File: src/pmc_pkg.sv
package pmc_pkg;

    // ==========================================================
    // global modes, gray coded along active -> alt -> sleep -> hibernate
    typedef enum logic [1:0]
    {
        PMC_ACTIVE = 2'h0,
        PMC_ALT_ACTIVE = 2'h1,
        PMC_SLEEP = 2'h3,
        PMC_HIBERNATE = 2'h2
    } pmc_mode_e;

    // ==========================================================
    // subsystem enable positions; cpu and flash sit in fixed places
    localparam int PMC_NSUB = 8;
    localparam int PMC_CPU_BIT = 0;
    localparam int PMC_FLASH_BIT = 1;
    localparam logic [PMC_NSUB-1:0] PMC_TMPL_RST = 8'hFF;
    localparam logic [PMC_NSUB-1:0] PMC_ALT_RST = 8'hFC;

    // ==========================================================
    // resume timing from sleep
    localparam int PMC_CLK_MHZ = 50;
    localparam int PMC_RESUME_US = 15;
    localparam int PMC_RESUME_CYC = PMC_RESUME_US * PMC_CLK_MHZ;
    localparam int PMC_WAKE_CYC = 4;

    // ==========================================================
    // wakeup request bundle
    typedef struct packed
    {
        logic pin_irq;
        logic other_irq;
        logic dev_reset;
    } pmc_wake_s;

    // clock keep-alive bundle: slow, watch and fast clock enables
    typedef struct packed
    {
        logic low_speed_osc_en;
        logic watch_crystal_osc_en;
        logic fast_clk_en;
    } pmc_clk_s;

endpackage

File: src/pmc_ctrl.sv
`timescale 1ns/100ps
// Contract
// - exactly four modes, ordered by power draw
// - active template bits enable subsystems in active
// - alternate active uses its own template
// - template changes reach enables one clock later
// - disabled subsystem gets its clock gated
// - cpu may stop itself, wakeup restarts it
// - wakeup forces active mode and cpu on
// - mode resets to active
// - sleep disables all subsystems regardless of template
// - sleep keeps only slow and watch clocks
// - hibernate stops all clocks, state retained
// - hibernate wakes only from pin interrupts
// - alternate active may drop cpu and flash
// - resume from sleep within 15 microseconds
// - interrupt or device reset restores active
module pmc_ctrl
#(
    parameter int NSUB = pmc_pkg::PMC_NSUB
)
(
    input wire logic sys_clk,
    input wire logic rst_n,
    input wire logic mode_wr,
    input wire pmc_pkg::pmc_mode_e mode_wdata,
    input wire logic [NSUB-1:0] act_tmpl,
    input wire logic [NSUB-1:0] alt_tmpl,
    input wire logic cpu_stop,
    input wire pmc_pkg::pmc_wake_s wake_in,
    output pmc_pkg::pmc_mode_e mode,
    output logic [NSUB-1:0] sub_clk_en,
    output pmc_pkg::pmc_clk_s clk_keep,
    output logic cpu_halted,
    output logic resuming
);
    import pmc_pkg::*;

    // ==========================================================
    // parameter check
    if (NSUB < 2)
    begin : g_bad
        $error("pmc_ctrl needs at least cpu and flash subsystems");
    end

    // ==========================================================
    // wake input synchroniser: three stages, pins are asynchronous
    logic [2:0] wk_s1_r;
    logic [2:0] wk_s2_r;
    logic [2:0] wk_s3_r;
    always_ff @(posedge sys_clk)
    begin
        if (!rst_n)
        begin
            wk_s1_r <= 3'h0;
            wk_s2_r <= 3'h0;
            wk_s3_r <= 3'h0;
        end
        else
        begin
            wk_s1_r <= wake_in;
            wk_s2_r <= wk_s1_r;
            wk_s3_r <= wk_s2_r;
        end
    end

    // a wake counts once stages two and three agree high
    wire [2:0] wk_agree = wk_s2_r & wk_s3_r;
    wire wk_pin = wk_agree[2];
    wire wk_any = |wk_agree;
    // hibernate listens to the pin unit only
    wire in_hib = (mode == PMC_HIBERNATE);
    wire wake_ok = in_hib ? wk_pin : wk_any;
    wire sleeping = (mode == PMC_SLEEP) || in_hib;

    // ==========================================================
    // mode register and cpu-stopped flag
    pmc_mode_e mode_nxt;
    logic cpu_off_r;
    logic cpu_off_nxt;
    always_comb
    begin
        mode_nxt = mode;
        if (wake_ok)
        begin
            mode_nxt = PMC_ACTIVE;
        end
        else if (mode_wr && !sleeping)
        begin
            mode_nxt = mode_wdata;
        end
    end
    // wake wins over a stop request in the same cycle
    assign cpu_off_nxt = wake_ok ? 1'b0 : (cpu_stop ? 1'b1 : cpu_off_r);

    always_ff @(posedge sys_clk)
    begin
        if (!rst_n)
        begin
            mode <= PMC_ACTIVE;
            cpu_off_r <= 1'b0;
        end
        else
        begin
            mode <= mode_nxt;
            cpu_off_r <= cpu_off_nxt;
        end
    end

    // ==========================================================
    // resume pulse stretcher: short fixed settle after wake from sleep or hibernate
    localparam int RCW = $clog2(PMC_WAKE_CYC + 1);
    logic [RCW-1:0] res_cnt_r;
    always_ff @(posedge sys_clk)
    begin
        if (!rst_n)
        begin
            res_cnt_r <= '0;
        end
        else if (wake_ok && sleeping)
        begin
            res_cnt_r <= RCW'(PMC_WAKE_CYC);
        end
        else if (res_cnt_r != '0)
        begin
            res_cnt_r <= res_cnt_r - 1'b1;
        end
    end

    // ==========================================================
    // enable selection: template per mode, cleared in low power
    logic [NSUB-1:0] en_sel;
    always_comb
    begin
        case (mode)
            PMC_ACTIVE: en_sel = act_tmpl;
            PMC_ALT_ACTIVE: en_sel = alt_tmpl;
            PMC_SLEEP: en_sel = '0;
            PMC_HIBERNATE: en_sel = '0;
            default: en_sel = '0;
        endcase
    end

    // cpu forced on for the cycle a wake lands, per subsystem gate
    logic [NSUB-1:0] en_nxt;
    genvar gi;
    for (gi = 0; gi < NSUB; gi++)
    begin : g_en
        if (gi == PMC_CPU_BIT)
        begin : g_cpu
            assign en_nxt[gi] = wake_ok || (en_sel[gi] && !cpu_off_r && !cpu_stop);
        end
        else
        begin : g_sub
            assign en_nxt[gi] = en_sel[gi] && !wake_ok ? 1'b1 : (en_sel[gi] && !sleeping);
        end
    end

    // ==========================================================
    // registered outputs; one cycle from template to gate
    always_ff @(posedge sys_clk)
    begin
        if (!rst_n)
        begin
            sub_clk_en <= '0;
            clk_keep <= '0;
            cpu_halted <= 1'b0;
            resuming <= 1'b0;
        end
        else
        begin
            sub_clk_en <= en_nxt;
            clk_keep.low_speed_osc_en <= (mode_nxt != PMC_HIBERNATE);
            clk_keep.watch_crystal_osc_en <= (mode_nxt != PMC_HIBERNATE);
            clk_keep.fast_clk_en <= (mode_nxt == PMC_ACTIVE) || (mode_nxt == PMC_ALT_ACTIVE);
            cpu_halted <= cpu_off_nxt;
            resuming <= (res_cnt_r != '0);
        end
    end

    // ==========================================================
    // checks
    localparam int RES_MAX = PMC_RESUME_CYC;

    // the edge at which a wake lands already turns the cpu gate back on
    sleep_gate_a: assert property (@(posedge sys_clk) disable iff (!rst_n)
        (mode == PMC_SLEEP && !wake_ok) |=> (sub_clk_en == '0))
        else $error("subsystem enabled while asleep");
    hib_pin_a: assert property (@(posedge sys_clk) disable iff (!rst_n)
        (in_hib && !wk_pin) |=> (mode == PMC_HIBERNATE))
        else $error("hibernate left without pin wake");
    wake_active_a: assert property (@(posedge sys_clk) disable iff (!rst_n)
        wake_ok |=> (mode == PMC_ACTIVE) && sub_clk_en[PMC_CPU_BIT])
        else $error("wake did not restore active with cpu");
    act_tmpl_a: assert property (@(posedge sys_clk) disable iff (!rst_n)
        (mode == PMC_ACTIVE && mode_nxt == PMC_ACTIVE && !wake_ok)
        |=> sub_clk_en[NSUB-1:1] == $past(act_tmpl[NSUB-1:1]))
        else $error("active template not applied");
    alt_tmpl_a: assert property (@(posedge sys_clk) disable iff (!rst_n)
        (mode == PMC_ALT_ACTIVE && !wake_ok)
        |=> sub_clk_en[NSUB-1:1] == $past(alt_tmpl[NSUB-1:1]))
        else $error("alternate template not applied");
    hib_clk_a: assert property (@(posedge sys_clk) disable iff (!rst_n)
        (mode == PMC_HIBERNATE) ##1 (mode == PMC_HIBERNATE)
        |-> !clk_keep.low_speed_osc_en && !clk_keep.fast_clk_en
        && !clk_keep.watch_crystal_osc_en)
        else $error("clock running in hibernate");
    sleep_clk_a: assert property (@(posedge sys_clk) disable iff (!rst_n)
        (mode == PMC_SLEEP) ##1 (mode == PMC_SLEEP)
        |-> clk_keep.low_speed_osc_en && clk_keep.watch_crystal_osc_en && !clk_keep.fast_clk_en)
        else $error("sleep clocks wrong");
    resume_time_a: assert property (@(posedge sys_clk) disable iff (!rst_n)
        (mode == PMC_SLEEP && wake_ok) |-> ##[1:RES_MAX] (mode == PMC_ACTIVE))
        else $error("resume from sleep too slow");
    cpu_stop_a: assert property (@(posedge sys_clk) disable iff (!rst_n)
        (cpu_stop && !wake_ok) |=> !sub_clk_en[PMC_CPU_BIT] && cpu_halted)
        else $error("cpu did not stop");

    cover_sleep_wake: cover property (@(posedge sys_clk) disable iff (!rst_n)
        (mode == PMC_SLEEP) ##1 (mode == PMC_ACTIVE));
    cover_hib_wake: cover property (@(posedge sys_clk) disable iff (!rst_n)
        (mode == PMC_HIBERNATE) ##1 (mode == PMC_ACTIVE));
    cover_alt: cover property (@(posedge sys_clk) disable iff (!rst_n)
        (mode == PMC_ALT_ACTIVE) ##1 (mode == PMC_ALT_ACTIVE));
endmodule

File: config.mk
export PLATFORM = sky130hd
export DESIGN_NAME = pmc_ctrl
export DESIGN_NICKNAME = d
export VERILOG_FILES = /design/src/pmc_pkg.sv /design/src/pmc_ctrl.sv
export SDC_FILE = /design/constraint.sdc
export NUM_CORES = 1
export LEC_CHECK = 0
export BUFFER_PORTS_ARGS = -buffer_cell sky130_fd_sc_hd__buf_4
export CORE_MARGIN = 4
export CORE_UTILIZATION = 49
export DETAILED_ROUTE_END_ITERATION = 7
export PLACE_DENSITY = 0.84
export SLEW_MARGIN = 5
export SYNTH_ARGS = -nofsm -noshare
export SYNTH_HDL_FRONTEND = slang
export SYNTH_SLANG_ARGS = --single-unit
File: constraint.sdc
create_clock -name sys_clk -period 2.5 [get_ports sys_clk]
set_input_delay 0.125 -clock sys_clk [delete_from_list [all_inputs] [get_ports sys_clk]]
set_output_delay 0.125 -clock sys_clk [all_outputs]
set_load 0.02 [all_outputs]
==> results_dict.tcl <==
set metrics [dict create \
    p_sw_uw 240 \
    grt_pass1_wl_um 3130 \
    synth_top_family_by_area "simple AND/OR/NAND/NOR gates" \
    initial_utilization_pct 53.4 \
    power_frac_seq_pct 55.3 \
    slew_headroom_pct 61.0 \
    numCtsBuffers 3 \
    vdd_drop_max_mv 0.456 \
    period_needed_ps 1490 \
    finalSetupViolCount 0 \
    holdCritPathClass "in2reg" \
    die_y_um 52.1 \
    cts_resized 0 \
    crit_start "mode[0]" \
    cts_buffer_depth 2 \
    setup_tns_ps 0 \
    ant_nets 0 \
    pwr-share-comb_pct 25.6 \
    clock.fmax_ghz 0.671 \
    fin_crit_sh_pct 59.6 \
    clk_latency_ps 310 \
    grt_max_degree 16 \
    intPower_uw 622 \
    power.share.switching_pct 27.8 \
    whs_ps 21.6 \
    syn_area_um2 952 \
    cp_top_family "flip-flops" \
    syn-num-nets 117 \
    r2r_setup_slack_ps 1010 \
    clk_pin_slew_ps 130 \
    fp.dieArea_um2 2710 \
    synthXorXnorAreaFrac_pct 0.920 \
    rows 15 \
    synthAdderAreaFrac_pct 3.94 \
    slew_viol_final 0 \
    syn-instance-count 89 \
    n_antenna_cell 0 \
    muxShareOfSynthArea_pct 11.0 \
    r2r-end "mode[0]" \
    vias_per_cell 4.72 \
    fillers 144 \
    p_per_area_nw_per_um2 680 \
    core_um2 1780 \
    outcome "completed" \
    finalWirelength_um 1920 \
    p_leak_uw 0.000586 \
    overflow 0 \
    drt_iter0_markers 3 \
    clock-sinks 26 \
    final_hold_viol_count 0 \
    min_from "wake_in[2]" \
    globalRouteTotalUtil_pct 15.8 \
    worst_setup_path_end_kind "flop" \
    cts_tree "built" \
    routed-via-count 718 \
    antenna_found_initial 0 \
    die_w_um 52.1 \
    ys_seq_area_share_pct 54.7 \
    multi_input_area_um2 383 \
    drt-pass1-iter-count 3 \
    arrival_ps 1690 \
    grt_pass1_vias 692 \
    wire_per_inst_um 12.6 \
    cts_max_level 1 \
    avgSynthCellArea_um2 10.7 \
    critPathMaxFanout 12 \
    critPathMaxStageDelay_ps 720 \
    path_class "reg2reg" \
    crit_end "mode[0]" \
    worst_pin_slew_ps 585 \
    rr_worst_depth 3 \
    skew_ps 5.50 \
    post_cts.repair.setup_buffers 0 \
    reg2reg_from "mode[0]" \
    cap_violations 0 \
    drive_gt1_share_pct 35.4 \
    yosys.area_share.simple_pct 16.0 \
    required_ps 2700 \
    drc 0 \
    ys_types 27 \
    timing.critical_path.buf_inv 0 \
    place_hpwl_um 1470 \
    hold-path-cell-count 2 \
    startpoint_type "flop" \
    synth_compound_gate_area_share_pct 8.28 \
    fin_nets 157 \
    area_delta_synth_final_pct 33.2 \
    synth_seq_cells 26 \
    pin_count 40 \
    power_frac_clock_pct 19.1 \
    regArea_um2 520 \
    io_buffers 39 \
    cts-root-buf "clkbuf_4" \
    path_depth 3 \
    crit_chain "and2b_1 > o211ai_1 > nor2b_1" \
    ctsHoldBuffers 0 \
    rsz0062_at_grt "no" \
    crit_slowest_cell "dfxtp_1" \
    ys_warn_count 0 \
    gp_congestion 0.711 \
]
power groups by stage:
stage          clock (uW)  sequential, uW  combinational (uW)
3_3_place_gp            0             484                 212
3_5_place_dp            0             486                 222
2_1_floorplan           0             502                 124
4_1_cts               169             477                 225
6_report              165             477                 221
5_1_grt               187             481                 245
sequential cells by signal, indices dropped and copies added, names as in the netlist:
signal      flops
sub_clk_en      8
resuming        1
wk_s3_r         3
cpu_halted      1
clk_keep        2
wk_s1_r         3
res_cnt_r       3
wk_s2_r         3
mode            2
worst register-to-register path: stages (launching register included):
cell and delay, ps:
dfxtp_1 720, and2b_1 280, o211ai_1 310, nor2b_1 90
Yosys cell counts, drive strengths merged:
library cell	count	share of area (%)
nand3	1	0.53
inv	5	2.0
nand2	1	0.39
mux2i	9	9.5
dfxtp	26	55
o31a	1	0.92
o211ai	1	0.79
nor4	1	0.66
a21oi	2	1.1
xor2	1	0.92
mux2	1	1.6
a31oi	1	0.66
o21ai	1	0.92
nor2b	2	1.6
nor2	12	4.7
nand3b	1	0.79
a22oi	1	0.79
a211oi	2	1.6
nand2b	1	0.66
and2	9	5.9
buf	3	2.8
clkbuf	1	0.39
ha	3	3.9
o21a	2	1.6
and2b	1	0.79
routing by layer:
| layer | wire length, um | vias up | part of all wire (%) | track usage, % |
|---|---|---|---|---|
| li1 | - | 370 | - | - |
| met2 | 979 | 19 | 51 | 25.1 |
| met1 | 818 | 327 | 43 | 20.5 |
| met5 | 0 | - | 0 | 0 |
| met3 | 106 | 2 | 5.5 | 3.44 |
| met4 | 15 | 0 | 0.78 | 6.55 |
how the worst min path moves through the flow:
| stage | to | slack (ps) |
|---|---|---|
| detailed placement | wk_s1_r[2] | 340 |
| floorplan | wk_s3_r[0] | 250 |
| finish | wk_s1_r[2] | 20 |
| global route | wk_s1_r[2] | 6 |
| CTS | wk_s1_r[2] | 20 |
| global placement | wk_s1_r[0] | 330 |
through the flow:
step | cells | total power [uW] | util (%) | worst slack (ps) | cell area [um^2]
after floorplan | 89 | 625 | - | 1230 | 952
after global placement | 149 | 696 | 69.9 | 1130 | 1250
after detailed placement | 149 | 709 | 69.9 | 1050 | 1250
after CTS | 152 | 871 | 71.2 | 1020 | 1270
after global routing | 152 | 913 | 71.2 | 920 | 1270
final | 152 | 863 | 71.2 | 1010 | 1270
layout make-up:
type / count / share of cell area [%]
clock buffers: 3 / 1.78
multi-input cells: 54 / 30.2
repair buffers: 39 / 23.1
flip-flops and latches: 26 / 41.0
inverters: 5 / 1.48
well taps: 25 / 2.47
cell usage in the layout (no fill, tap or decap), types with 2 or more instances in the layout:
cell type | netlist | layout
buf_4 | 2 | 39
a21oi_1 | 2 | 2
inv_1 | 5 | 5
mux2i_1 | 9 | 9
a211oi_1 | 2 | 2
and2_1 | 9 | 9
clkbuf_4 | 0 | 3
ha_1 | 3 | 3
nor2_1 | 12 | 12
dfxtp_1 | 26 | 26
o21a_1 | 2 | 2
kinds of logic (layout without fill, tap and decap cells):
group	Yosys count	after routing
and+or+nand+nor	29	29
AOI/OAI and AO/OA	11	11
adders and majority gates	3	3
xor gates and xnor gates	1	1
buffers and inverters	9	47
muxes	10	10
DFF	26	26
No activity file was read; power rests on OpenSTA's default activity.
